[config.mk]
export PLATFORM = sky130hd
export DESIGN_NAME = rsfc_core
export DESIGN_NICKNAME = d
export VERILOG_FILES = /design/src/core/rsfc_pkg.sv /design/src/core/rsfc_stack_if.sv /design/src/core/rsfc_core.sv /design/src/core/rsfc_phase.sv /design/src/core/rsfc_stack.sv
export SDC_FILE = /design/constraint.sdc
export NUM_CORES = 1
export LEC_CHECK = 0
export BUFFER_PORTS_ARGS = -buffer_cell sky130_fd_sc_hd__buf_2
export CORE_MARGIN = 2
export CORE_UTILIZATION = 40
export DETAILED_ROUTE_END_ITERATION = 16
export HOLD_SLACK_MARGIN = 0.15
export SYNTH_ARGS = -nofsm -noshare
export SYNTH_HDL_FRONTEND = slang
export SYNTH_SLANG_ARGS = --single-unit
[constraint.sdc]
create_clock -name MCLK -period 7.2 [get_ports MCLK]
set_clock_uncertainty 0.05 [all_clocks]
set_input_delay 0.72 -clock MCLK [delete_from_list [all_inputs] [get_ports MCLK]]
set_output_delay 0.72 -clock MCLK [all_outputs]
set_load 0.03 [all_outputs]
[src/core/rsfc_pkg.sv]
// Shared constants and types for the return stack and fetch control
package rsfc_pkg;
  localparam int PC_W = 21;
  localparam int DEPTH = 31;
  localparam int SP_W = 5;
  localparam logic [20:0] PC_STEP = 21'h000002;
  localparam logic [20:0] VEC_HIGH = 21'h000008;
  localparam logic [20:0] VEC_LOW = 21'h000018;
  localparam logic [7:0] OFS_SP = 8'h00;
  localparam logic [7:0] OFS_CTRL = 8'h04;
  localparam logic [7:0] OFS_PC = 8'h08;
  localparam logic [7:0] OFS_WORK = 8'h0C;
  localparam logic [7:0] OFS_STAT = 8'h10;
  localparam logic [7:0] OFS_BANK = 8'h14;
  localparam logic [7:0] OFS_LATCH = 8'h18;
  localparam logic [7:0] OFS_TPTR = 8'h1C;
  localparam logic [7:0] OFS_TDATA = 8'h20;
  localparam logic [7:0] SP_RST = 8'h00;
  localparam int FULL_BIT = 7;
  localparam int UNF_BIT = 6;
  localparam int CTRL_FRE_BIT = 0;
  localparam int CTRL_IRQ_BIT = 1;
  localparam logic [1:0] CTRL_RST = 2'h1;
  localparam int FAST_BIT = 11;
  typedef enum logic [3:0] {
    OP_NOP = 4'h0,
    OP_CALL = 4'h1,
    OP_GOTO = 4'h2,
    OP_BRA = 4'h3,
    OP_RET = 4'h4,
    OP_RETI = 4'h5,
    OP_RETLIT = 4'h6,
    OP_ADDPC = 4'h7,
    OP_MOVLIT = 4'h8,
    OP_TBLRD = 4'h9,
    OP_PUSH = 4'hA,
    OP_POP = 4'hB
  } rsfc_op_t;
  typedef enum logic [1:0] {
    PH_ONE = 2'b00,
    PH_TWO = 2'b01,
    PH_THREE = 2'b10,
    PH_FOUR = 2'b11
  } rsfc_phase_t;
endpackage : rsfc_pkg

[src/core/rsfc_stack_if.sv]
// Signals between the core and its return address stack
`timescale 1ns/1ns
interface rsfc_stack_if;
  logic push;
  logic pop;
  logic [20:0] push_data;
  logic [20:0] top;
  logic sp_wr;
  logic [4:0] sp_wdata;
  logic clr_full;
  logic clr_unf;
  logic [4:0] sp;
  logic full;
  logic unf;
  logic fault;
  modport core (output push, pop, push_data, sp_wr, sp_wdata, clr_full,
    clr_unf, input top, sp, full, unf, fault);
  modport stack (input push, pop, push_data, sp_wr, sp_wdata, clr_full,
    clr_unf, output top, sp, full, unf, fault);
endinterface : rsfc_stack_if

[src/core/rsfc_core.sv]
// Top: fetch pipeline, program counter, shadow registers, register bus
//
// Chosen here: register access over Avalon-MM and the register offsets.
`timescale 1ns/1ns
module rsfc_core (
  input wire logic MCLK,
  input wire logic RST_N,
  input wire logic POR_N,
  input wire logic [7:0] AVS_ADDRESS,
  input wire logic AVS_READ,
  input wire logic AVS_WRITE,
  input wire logic [31:0] AVS_WRITEDATA,
  output logic [31:0] AVS_READDATA,
  output logic AVS_WAITREQUEST,
  output logic [20:0] PMEM_ADDR,
  input wire logic [15:0] PMEM_RDATA,
  output logic [20:0] TBL_ADDR,
  input wire logic [7:0] TBL_RDATA,
  input wire logic IRQ_HIGH,
  input wire logic IRQ_LOW,
  output logic [3:0] PHASE,
  output logic OPERAND_RD,
  output logic DEST_WR,
  output logic DEV_RESET
);
  rsfc_stack_if st ();
  logic core_rst;
  logic bus_rst;
  logic [20:0] pc;
  logic [15:0] fetch_buf;
  logic fetch_ok;
  logic [20:0] fetch_next;
  logic [15:0] instr;
  logic instr_ok;
  logic [20:0] exec_pc;
  logic [7:0] operand;
  logic [7:0] work;
  logic [7:0] status;
  logic [3:0] bank;
  logic [7:0] sh_status;
  logic [7:0] sh_work;
  logic [3:0] sh_bank;
  logic [7:0] hi_latch;
  logic [4:0] up_latch;
  logic [7:0] tdata;
  logic [1:0] ctrl;
  logic in_high;
  logic in_low;
  logic wr_go;
  rsfc_pkg::rsfc_op_t op;
  logic fast;
  logic irq_want;
  logic irq_take;
  logic exec;
  logic redirect;
  logic save_sh;
  logic load_sh;
  logic set_work;
  logic tbl_step;
  logic reti;
  logic [20:0] target;
  logic [7:0] work_val;
  logic [7:0] pcl_sum;

  assign bus_rst = !RST_N | !POR_N;
  assign core_rst = bus_rst | DEV_RESET;
  assign wr_go = AVS_WRITE & !AVS_WAITREQUEST;

  function automatic logic hit(input logic [7:0] ofs);
    hit = wr_go && (AVS_ADDRESS == ofs);
  endfunction : hit

  rsfc_phase u_phase (
    .clk(MCLK),
    .rst_n(!core_rst),
    .phase(PHASE)
  );

  rsfc_stack #(
    .DEPTH(rsfc_pkg::DEPTH)
  ) u_stack (
    .clk(MCLK),
    .rst_n(!core_rst),
    .por_n(POR_N),
    .st(st.stack)
  );

  ////////////////////////////////////////////////////////////////////////
  // Decode of the word in execution
  assign op = rsfc_pkg::rsfc_op_t'(instr[15:12]);
  assign fast = instr[rsfc_pkg::FAST_BIT];
  // A high request is accepted even inside low service
  assign irq_want = ctrl[rsfc_pkg::CTRL_IRQ_BIT]
    & ((IRQ_HIGH & !in_high) | (IRQ_LOW & !in_high & !in_low));
  assign irq_take = PHASE[3] & instr_ok & irq_want;
  assign exec = PHASE[3] & instr_ok & !irq_want;
  assign pcl_sum = exec_pc[7:0] + operand;

  assign st.sp_wr = hit(rsfc_pkg::OFS_SP);
  assign st.sp_wdata = AVS_WRITEDATA[4:0];
  assign st.clr_full = st.sp_wr & !AVS_WRITEDATA[rsfc_pkg::FULL_BIT];
  assign st.clr_unf = st.sp_wr & !AVS_WRITEDATA[rsfc_pkg::UNF_BIT];

  always_comb
  begin
    redirect = 1'b0;
    target = 21'h000000;
    st.push = 1'b0;
    st.pop = 1'b0;
    st.push_data = exec_pc;
    save_sh = 1'b0;
    load_sh = 1'b0;
    set_work = 1'b0;
    work_val = instr[7:0];
    tbl_step = 1'b0;
    reti = 1'b0;
    if (irq_take)
    begin
      // Vector in place of the held word, which is re-run on return
      redirect = 1'b1;
      target = (IRQ_HIGH & !in_high) ? rsfc_pkg::VEC_HIGH
        : rsfc_pkg::VEC_LOW;
      st.push = 1'b1;
      st.push_data = exec_pc - rsfc_pkg::PC_STEP;
      save_sh = 1'b1;
    end
    else if (exec)
    begin
      case (op)
        rsfc_pkg::OP_CALL:
        begin
          redirect = 1'b1;
          target = {9'h000, instr[10:0], 1'b0};
          st.push = 1'b1;
          save_sh = fast;
        end
        rsfc_pkg::OP_GOTO:
        begin
          redirect = 1'b1;
          target = {9'h000, instr[10:0], 1'b0};
        end
        rsfc_pkg::OP_BRA:
        begin
          redirect = 1'b1;
          // Offset counts words, so it is doubled into bytes
          target = exec_pc + {{9{instr[10]}}, instr[10:0], 1'b0};
        end
        rsfc_pkg::OP_RET:
        begin
          redirect = 1'b1;
          target = st.top;
          st.pop = 1'b1;
          load_sh = fast;
        end
        rsfc_pkg::OP_RETI:
        begin
          redirect = 1'b1;
          target = st.top;
          st.pop = 1'b1;
          load_sh = fast;
          reti = 1'b1;
        end
        rsfc_pkg::OP_RETLIT:
        begin
          redirect = 1'b1;
          target = st.top;
          st.pop = 1'b1;
          set_work = 1'b1;
        end
        rsfc_pkg::OP_ADDPC:
        begin
          redirect = 1'b1;
          // Latches fill the upper bits on a low byte write
          target = {up_latch, hi_latch, pcl_sum};
        end
        rsfc_pkg::OP_MOVLIT: set_work = 1'b1;
        rsfc_pkg::OP_TBLRD: tbl_step = 1'b1;
        rsfc_pkg::OP_PUSH: st.push = 1'b1;
        rsfc_pkg::OP_POP: st.pop = 1'b1;
        default: redirect = 1'b0;
      endcase
    end
  end

  ////////////////////////////////////////////////////////////////////////
  // Program counter: step in phase one, redirect in phase four
  always_ff @(posedge MCLK)
  begin
    if (core_rst)
      pc <= 21'h000000;
    else if (redirect)
      pc <= {target[20:1], 1'b0};
    else if (PHASE[0])
      pc <= pc + rsfc_pkg::PC_STEP;
  end

  // Fetch stage: address out in phase one, word latched in phase four
  always_ff @(posedge MCLK)
  begin
    if (core_rst)
    begin
      PMEM_ADDR <= 21'h000000;
      fetch_buf <= 16'h0000;
      fetch_ok <= 1'b0;
      fetch_next <= 21'h000000;
    end
    else if (PHASE[0])
      PMEM_ADDR <= pc;
    else if (PHASE[3])
    begin
      fetch_buf <= PMEM_RDATA;
      fetch_ok <= !redirect;
      fetch_next <= PMEM_ADDR + rsfc_pkg::PC_STEP;
    end
  end

  // Execute stage: word enters the instruction latch in phase one
  always_ff @(posedge MCLK)
  begin
    if (core_rst)
    begin
      instr <= 16'h0000;
      instr_ok <= 1'b0;
      exec_pc <= 21'h000000;
      operand <= 8'h00;
    end
    else if (PHASE[0])
    begin
      instr <= fetch_buf;
      instr_ok <= fetch_ok;
      exec_pc <= fetch_next;
    end
    else if (PHASE[1])
      operand <= work;
  end

  // Data memory strobes line up with phases two and four
  always_ff @(posedge MCLK)
  begin
    if (core_rst)
    begin
      OPERAND_RD <= 1'b0;
      DEST_WR <= 1'b0;
    end
    else
    begin
      OPERAND_RD <= PHASE[0] & fetch_ok;
      DEST_WR <= PHASE[2] & instr_ok;
    end
  end

  ////////////////////////////////////////////////////////////////////////
  // Working, status and bank registers with the one-level shadow
  always_ff @(posedge MCLK)
  begin
    if (core_rst)
    begin
      work <= 8'h00;
      status <= 8'h00;
      bank <= 4'h0;
    end
    else if (load_sh)
    begin
      work <= sh_work;
      status <= sh_status;
      bank <= sh_bank;
    end
    else
    begin
      if (set_work)
        work <= work_val;
      else if (hit(rsfc_pkg::OFS_WORK))
        work <= AVS_WRITEDATA[7:0];
      if (hit(rsfc_pkg::OFS_STAT))
        status <= AVS_WRITEDATA[7:0];
      if (hit(rsfc_pkg::OFS_BANK))
        bank <= AVS_WRITEDATA[3:0];
    end
  end

  // Shadow has no bus access; any save overwrites it
  always_ff @(posedge MCLK)
  begin
    if (core_rst)
    begin
      sh_work <= 8'h00;
      sh_status <= 8'h00;
      sh_bank <= 4'h0;
    end
    else if (save_sh)
    begin
      sh_work <= work;
      sh_status <= status;
      sh_bank <= bank;
    end
  end

  // Interrupt service tracking; an OP_RETI return ends the highest level
  always_ff @(posedge MCLK)
  begin
    if (core_rst)
    begin
      in_high <= 1'b0;
      in_low <= 1'b0;
    end
    else if (irq_take)
    begin
      if (IRQ_HIGH & !in_high)
        in_high <= 1'b1;
      else
        in_low <= 1'b1;
    end
    else if (reti)
    begin
      if (in_high)
        in_high <= 1'b0;
      else
        in_low <= 1'b0;
    end
  end

  // Latches, table pointer and table data
  always_ff @(posedge MCLK)
  begin
    if (core_rst)
    begin
      hi_latch <= 8'h00;
      up_latch <= 5'h00;
      TBL_ADDR <= 21'h000000;
      tdata <= 8'h00;
    end
    else
    begin
      if (hit(rsfc_pkg::OFS_LATCH))
      begin
        hi_latch <= AVS_WRITEDATA[7:0];
        up_latch <= AVS_WRITEDATA[12:8];
      end
      if (tbl_step)
      begin
        tdata <= TBL_RDATA;
        TBL_ADDR <= TBL_ADDR + 21'h000001;
      end
      else if (hit(rsfc_pkg::OFS_TPTR))
        TBL_ADDR <= AVS_WRITEDATA[20:0];
    end
  end

  // Configuration survives every reset except power-on
  always_ff @(posedge MCLK)
  begin
    if (!POR_N)
      ctrl <= rsfc_pkg::CTRL_RST;
    else if (hit(rsfc_pkg::OFS_CTRL))
      ctrl <= AVS_WRITEDATA[1:0];
  end

  // Stack fault reset lands on the same edge as the flag sets
  always_ff @(posedge MCLK)
  begin
    if (bus_rst)
      DEV_RESET <= 1'b0;
    else
      DEV_RESET <= st.fault & ctrl[rsfc_pkg::CTRL_FRE_BIT];
  end

  ////////////////////////////////////////////////////////////////////////
  // Avalon slave: one wait state; read data is captured as waitrequest falls, writes land one edge later
  always_ff @(posedge MCLK)
  begin
    if (bus_rst)
      AVS_WAITREQUEST <= 1'b1;
    else
      AVS_WAITREQUEST <= !((AVS_READ | AVS_WRITE) & AVS_WAITREQUEST);
  end

  always_ff @(posedge MCLK)
  begin
    if (bus_rst)
      AVS_READDATA <= 32'h00000000;
    else if (AVS_READ & AVS_WAITREQUEST)
    begin
      case (AVS_ADDRESS)
        rsfc_pkg::OFS_SP:
          AVS_READDATA <= {24'h000000, st.full, st.unf, 1'b0, st.sp};
        rsfc_pkg::OFS_CTRL: AVS_READDATA <= {30'h00000000, ctrl};
        rsfc_pkg::OFS_PC: AVS_READDATA <= {11'h000, pc};
        rsfc_pkg::OFS_WORK: AVS_READDATA <= {24'h000000, work};
        rsfc_pkg::OFS_STAT: AVS_READDATA <= {24'h000000, status};
        rsfc_pkg::OFS_BANK: AVS_READDATA <= {28'h0000000, bank};
        rsfc_pkg::OFS_LATCH:
          AVS_READDATA <= {19'h00000, up_latch, hi_latch};
        rsfc_pkg::OFS_TPTR: AVS_READDATA <= {11'h000, TBL_ADDR};
        rsfc_pkg::OFS_TDATA: AVS_READDATA <= {24'h000000, tdata};
        default: AVS_READDATA <= 32'h00000000;
      endcase
    end
  end

  ////////////////////////////////////////////////////////////////////////
  pc_step_a: assert property (@(posedge MCLK) disable iff (core_rst)
    PHASE[0] |=> pc == $past(pc) + 21'h000002)
    else $error("pc did not step by two");
  pc_even_a: assert property (@(posedge MCLK) disable iff (core_rst)
    pc[0] == 1'b0)
    else $error("pc bit zero set");
  flush_a: assert property (@(posedge MCLK) disable iff (core_rst)
    redirect |=> !fetch_ok ##1 !instr_ok)
    else $error("stale word not flushed");
  abs_jump_a: assert property (@(posedge MCLK) disable iff (core_rst)
    exec && op == rsfc_pkg::OP_GOTO |=> pc[11:1] == $past(instr[10:0]))
    else $error("absolute target wrong");
  fault_rst_a: assert property (@(posedge MCLK) disable iff (bus_rst)
    st.fault && ctrl[0] |-> ##1 (DEV_RESET && (st.full || st.unf)))
    else $error("fault reset missing");
  no_fault_rst_a: assert property (@(posedge MCLK) disable iff (bus_rst)
    st.fault && !ctrl[0] |=> !DEV_RESET)
    else $error("reset while fault reset off");
  shadow_save_a: assert property (@(posedge MCLK) disable iff (core_rst)
    irq_take |=> sh_work == $past(work) && sh_bank == $past(bank))
    else $error("shadow not saved on vector");
  shadow_load_a: assert property (@(posedge MCLK) disable iff (core_rst)
    exec && op == rsfc_pkg::OP_RETI && fast
    |=> work == $past(sh_work) && status == $past(sh_status))
    else $error("shadow not restored");
  tbl_move_a: assert property (@(posedge MCLK) disable iff (core_rst)
    tbl_step |=> tdata == $past(TBL_RDATA)
    && TBL_ADDR == $past(TBL_ADDR) + 21'h000001)
    else $error("table transfer wrong");
endmodule : rsfc_core

[src/core/rsfc_phase.sv]
// Four-phase instruction cycle generator
`timescale 1ns/1ns
module rsfc_phase (
  input wire logic clk,
  input wire logic rst_n,
  output logic [3:0] phase
);
  rsfc_pkg::rsfc_phase_t state;
  rsfc_pkg::rsfc_phase_t next_state;

  always_comb
  begin
    case (state)
      rsfc_pkg::PH_ONE: next_state = rsfc_pkg::PH_TWO;
      rsfc_pkg::PH_TWO: next_state = rsfc_pkg::PH_THREE;
      rsfc_pkg::PH_THREE: next_state = rsfc_pkg::PH_FOUR;
      default: next_state = rsfc_pkg::PH_ONE;
    endcase
  end

  // One-hot enables, exactly one phase per clock
  always_ff @(posedge clk)
  begin
    if (!rst_n)
    begin
      state <= rsfc_pkg::PH_ONE;
      phase <= 4'h1;
    end
    else
    begin
      state <= next_state;
      phase <= 4'(4'h1 << next_state);
    end
  end

  phase_seq_a: assert property (@(posedge clk) disable iff (!rst_n)
    phase[0] |=> phase[1] ##1 phase[2] ##1 phase[3] ##1 phase[0])
    else $error("phase order broken");
endmodule : rsfc_phase

[src/core/rsfc_stack.sv]
// Return address stack with depth pointer and sticky fault flags
`timescale 1ns/1ns
module rsfc_stack #(
  parameter int DEPTH = rsfc_pkg::DEPTH
) (
  input wire logic clk,
  input wire logic rst_n,
  input wire logic por_n,
  rsfc_stack_if.stack st
);
  logic [20:0] mem [1:DEPTH];
  logic empty;
  logic at_top;
  logic near_top;

  assign empty = (st.sp == 5'h00);
  assign at_top = (st.sp >= 5'(DEPTH));
  assign near_top = (st.sp >= 5'(DEPTH - 1));
  // Empty stack returns zero to the program counter
  assign st.top = empty ? 21'h000000 : mem[st.sp];
  assign st.fault = (st.push & near_top) | (st.pop & empty);

  ////////////////////////////////////////////////////////////////////////
  // Pre-increment on push, post-decrement on pop
  always_ff @(posedge clk)
  begin
    if (!rst_n)
      st.sp <= rsfc_pkg::SP_RST[4:0];
    else if (st.push & !at_top)
      st.sp <= st.sp + 5'h01;
    else if (st.pop & !empty)
      st.sp <= st.sp - 5'h01;
    else if (st.sp_wr & !st.push & !st.pop)
      st.sp <= st.sp_wdata;
  end

  // Pushes past the last entry leave it untouched
  always_ff @(posedge clk)
  begin
    if (st.push & !at_top)
      mem[5'(st.sp + 5'h01)] <= st.push_data;
  end

  // Flags fall only on software clear or power-on; set wins
  always_ff @(posedge clk)
  begin
    if (!por_n)
    begin
      st.full <= 1'b0;
      st.unf <= 1'b0;
    end
    else
    begin
      st.full <= (st.full & !st.clr_full) | (st.push & near_top);
      st.unf <= (st.unf & !st.clr_unf) | (st.pop & empty);
    end
  end

  ////////////////////////////////////////////////////////////////////////
  full_set_a: assert property (@(posedge clk) disable iff (!rst_n || !por_n)
    st.push && st.sp == 5'(DEPTH - 1) |=> st.full && st.sp == 5'(DEPTH))
    else $error("full flag or pointer wrong");
  sp_hold_a: assert property (@(posedge clk) disable iff (!rst_n || !por_n)
    st.push && at_top |=> st.sp == $past(st.sp) && st.full)
    else $error("pointer moved past top");
  unf_set_a: assert property (@(posedge clk) disable iff (!rst_n || !por_n)
    st.pop && empty |-> st.top == 21'h000000 ##1 st.unf && st.sp == 5'h00)
    else $error("underflow handling wrong");
  flag_keep_a: assert property (@(posedge clk) disable iff (!por_n)
    $fell(st.full) |-> $past(st.clr_full))
    else $error("full flag dropped without clear");
endmodule : rsfc_stack

==> flow_summary.ini <==
[setup_path]
cpPeakStageDelay_ns = 1.05
crit_slowest_cell = xnor2_2
worstSetupPathType = reg -> reg
endpoint_kind = flip-flop
rrSetupSlack_ns = 2.85
arrival_ns = 4.56
crit_buf_inv = 1
cpMostUsedCell = nand2_1
crit_family = simple AND/OR/NAND/NOR gates
required_ns = 7.41
r2r_end = u_stack.mem[5][20]$_DFFE_PP_
worst_setup_path_start_kind = flip-flop
critPathMaxFanout = 31
rr_worst_depth = 8
reg2reg_from = u_phase.phase[3]$_SDFF_PP0_
path_cells = nand2_1 -> a211oi_2 -> buf_4 -> nand4_1 -> or4_1 -> nor3_1 -> nand2_1 -> xnor2_2

[clock_network]
cts_tree = done
clk_path_buf_depth = 3
cts_hold_buf = 0
clock_latency_ns = 0.68
cts_resized = 0
htreeDepth = 3
path_clk_slew_ns = 0.07
cts-root-buf = clkbuf_16
cts.sinks = 870
post-cts-setup-buffers = 0
cts-buffers-inserted = 92

[routing]
ant_nets = 0
via_per_inst = 5.76
drt_pre_antenna_iters = 5
wire_per_inst_um = 25.4
vias = 23600
routed_wl_mm = 104
drc = 0
drt_iter0_drc = 2539

[logic_synthesis]
ys_seq_area_share_pct = 63.6
synth-main-ff-cell = edfxtp_1
synth_area_per_cell_sq_um = 14.0
synthDistinctLibCells = 81
synth.yosys.warnings = 0
synthArstFlopShare_pct = 0
synth-seq-cells = 870
synth_edf_count = 620
synth_area_sq_mm = 0.0372
netlist_instances = 2658

[global_routing]
grt_pass1_wl_mm = 153
antenna_found_initial = 1
grt_overflow_total = 0
groute.usage.overall_pct = 21.7
grt_pass1_vias = 23600
grt_max_degree = 83

[power_and_ir_drop]
clkPwrFrac_pct = 46.8
vdd.ir_drop.worst_mv = 0.213
switching_share_pct = 20.8
p_int_mw = 8.09
p_leak_nw = 13.8
power.net_switching_mw = 2.13
p_seq_share_pct = 51.9
powerDensity_mw_per_mm2 = 240
pwr-share-comb_pct = 1.3

[timing]
hold_viol = 0
slew_headroom_pct = 10.3
tightestPinTransition_ns = 1.34
rsz0062_at_grt = no
fin_crit_ns = 4.35
fin_crit_sh_pct = 60.4
drv_slew = 0
final-setup-viol-count = 0
setup_slack_ns = 2.85
fin_tns_setup_ns = 0
hold_slack_ns = 0.241
fmax_mhz = 230

[layout]
regArea_sq_mm = 0.0236
final_common_cell = edfxtp_1
antenna_cells = 0
layout_common_cells = edfxtp_1 (620), dfxtp_1 (245), nor2_1 (223)
nets = 2896
multi_input_area_sq_mm = 0.0130
layout-drive-gt1-share_pct = 19.9
syn_to_final_growth_pct = 14.4
final_area_sq_mm = 0.0425
fillers = 8008

[flow_run]
cap_violations = 0

[die]
dieWidth_um = 309
fp-row-count = 111
ios = 153
dieHeight_um = 309
dieArea_sq_mm = 0.0953
initial_core_util_pct = 40.5
fp.coreArea_sq_mm = 0.0918

[placed_design]
place_ws_ns = 2.78
hpwl_mm = 65.8
gp_congestion = 0.905
port_buffers = 129
dpl_cell_area_sq_mm = 0.0394

[status]
status = completed

[hold_path]
worstHoldEndpoint = ctrl[0]$_SDFFE_PN1P_
hold_path.class = in -> reg
min-delay-start = POR_N
worstHoldPathCells = 2
power by group through the flow:
stage | combinational [mW] | clock [mW] | sequential (mW)
after detailed placement | 0.128 | 0 | 5.41
after floorplan | 0.0819 | 0 | 5.41
final | 0.129 | 4.79 | 5.30
after global routing | 0.139 | 5.07 | 5.30
after global placement | 0.127 | 0 | 5.41
after CTS | 0.128 | 4.86 | 5.30
layer usage:
layer  vias to the layer above  routed length (um)  track usage (%)
li1                      10500                   -                -
met2                       902               49400             35.3
met4                         2                3210             7.17
met3                       195                6870             4.01
met5                         -                  13                0
met1                     12000               44800             29.3
cell type report:
cell class,instances,share of cell area [%]
Sequential cell,870,55.6
Clock buffer,117,5.85
Tap cell,1243,3.66
Inverter,22,0.194
Multi-Input combinational cell,1608,30.7
Timing Repair Buffer,189,2.65
Clock inverter,52,1.34
worst max path at each step:
stage / startpoint / to / slack (ns) / depth (start not counted)
after floorplan: IRQ_LOW / u_stack.mem[10][17]$_DFFE_PP_ / 3.67 / 7
after CTS: u_phase.phase[3]$_SDFF_PP0_ / u_stack.mem[5][20]$_DFFE_PP_ / 2.92 / 8
after detailed placement: IRQ_LOW / u_stack.mem[10][20]$_DFFE_PP_ / 2.78 / 9
after global placement: IRQ_LOW / u_stack.mem[10][20]$_DFFE_PP_ / 2.96 / 9
final: u_phase.phase[3]$_SDFF_PP0_ / u_stack.mem[5][20]$_DFFE_PP_ / 2.85 / 8
after global routing: u_phase.phase[3]$_SDFF_PP0_ / u_stack.mem[5][20]$_DFFE_PP_ / 2.60 / 8
through the flow:
stage	total power, mW	util (%)	instances
CTS	10.3	46.3	4100
detailed placement	5.54	42.9	3931
finish	10.2	46.3	4101
global placement	5.54	42.9	3931
global route	10.5	46.3	4101
floorplan	5.49	-	2669
synth_stat cells, types with 26 or more instances:
cell type,n,area (sq um)
mux4_2,158,3560
xnor2_1,32,280
o21ai_0,62,310
a21oi_1,156,781
edfxtp_1,620,18600
nor2_1,255,957
nor3_1,26,130
dfxtp_1,250,5000
xor2_1,45,394
ha_1,40,500
and3_1,26,163
nand2_1,214,803
nand3_1,42,210
a22oi_1,41,308
mux2i_1,153,1530
a211oi_1,65,488
clkbuf_1,98,368
registers in the layout, summed over array words and instances, names as in the netlist, 5 cells and up, named ones only:
signal	count
u_stack.st.sp	5
pc	20
u_stack.mem	620
hi_latch	8
TBL_ADDR	21
instr	16
exec_pc	20
fetch_buf	16
sh_work	8
PMEM_ADDR	20
AVS_READDATA	21
tdata	8
up_latch	5
work	8
status	8
operand	7
fetch_next	20
sh_status	8
logic make-up (layout without fill, tap and decap cells):
kind of cell,count (synthesis),in the layout,share of synthesized area [%]
DFF,870,870,63.6
and+or+nand+nor,677,677,8.29
AOI/OAI and AO/OA,477,477,8.41
muxes,323,323,14.1
buffers and inverters,191,380,2.37
xor gates and xnor gates,77,77,1.82
adders and majority gates,42,42,1.45
other,1,12,0.0101
worst register-to-register path, delay by kind of cell (launching register included):
| kind | cells | cell delay (ns) |
|---|---|---|
| simple gates | 5 | 1.74 |
| buf+inv | 1 | 0.27 |
| xor+xnor | 1 | 1.05 |
| compound gates | 1 | 0.41 |
| flops | 1 | 0.40 |
(Power assumes the default switching activity.)
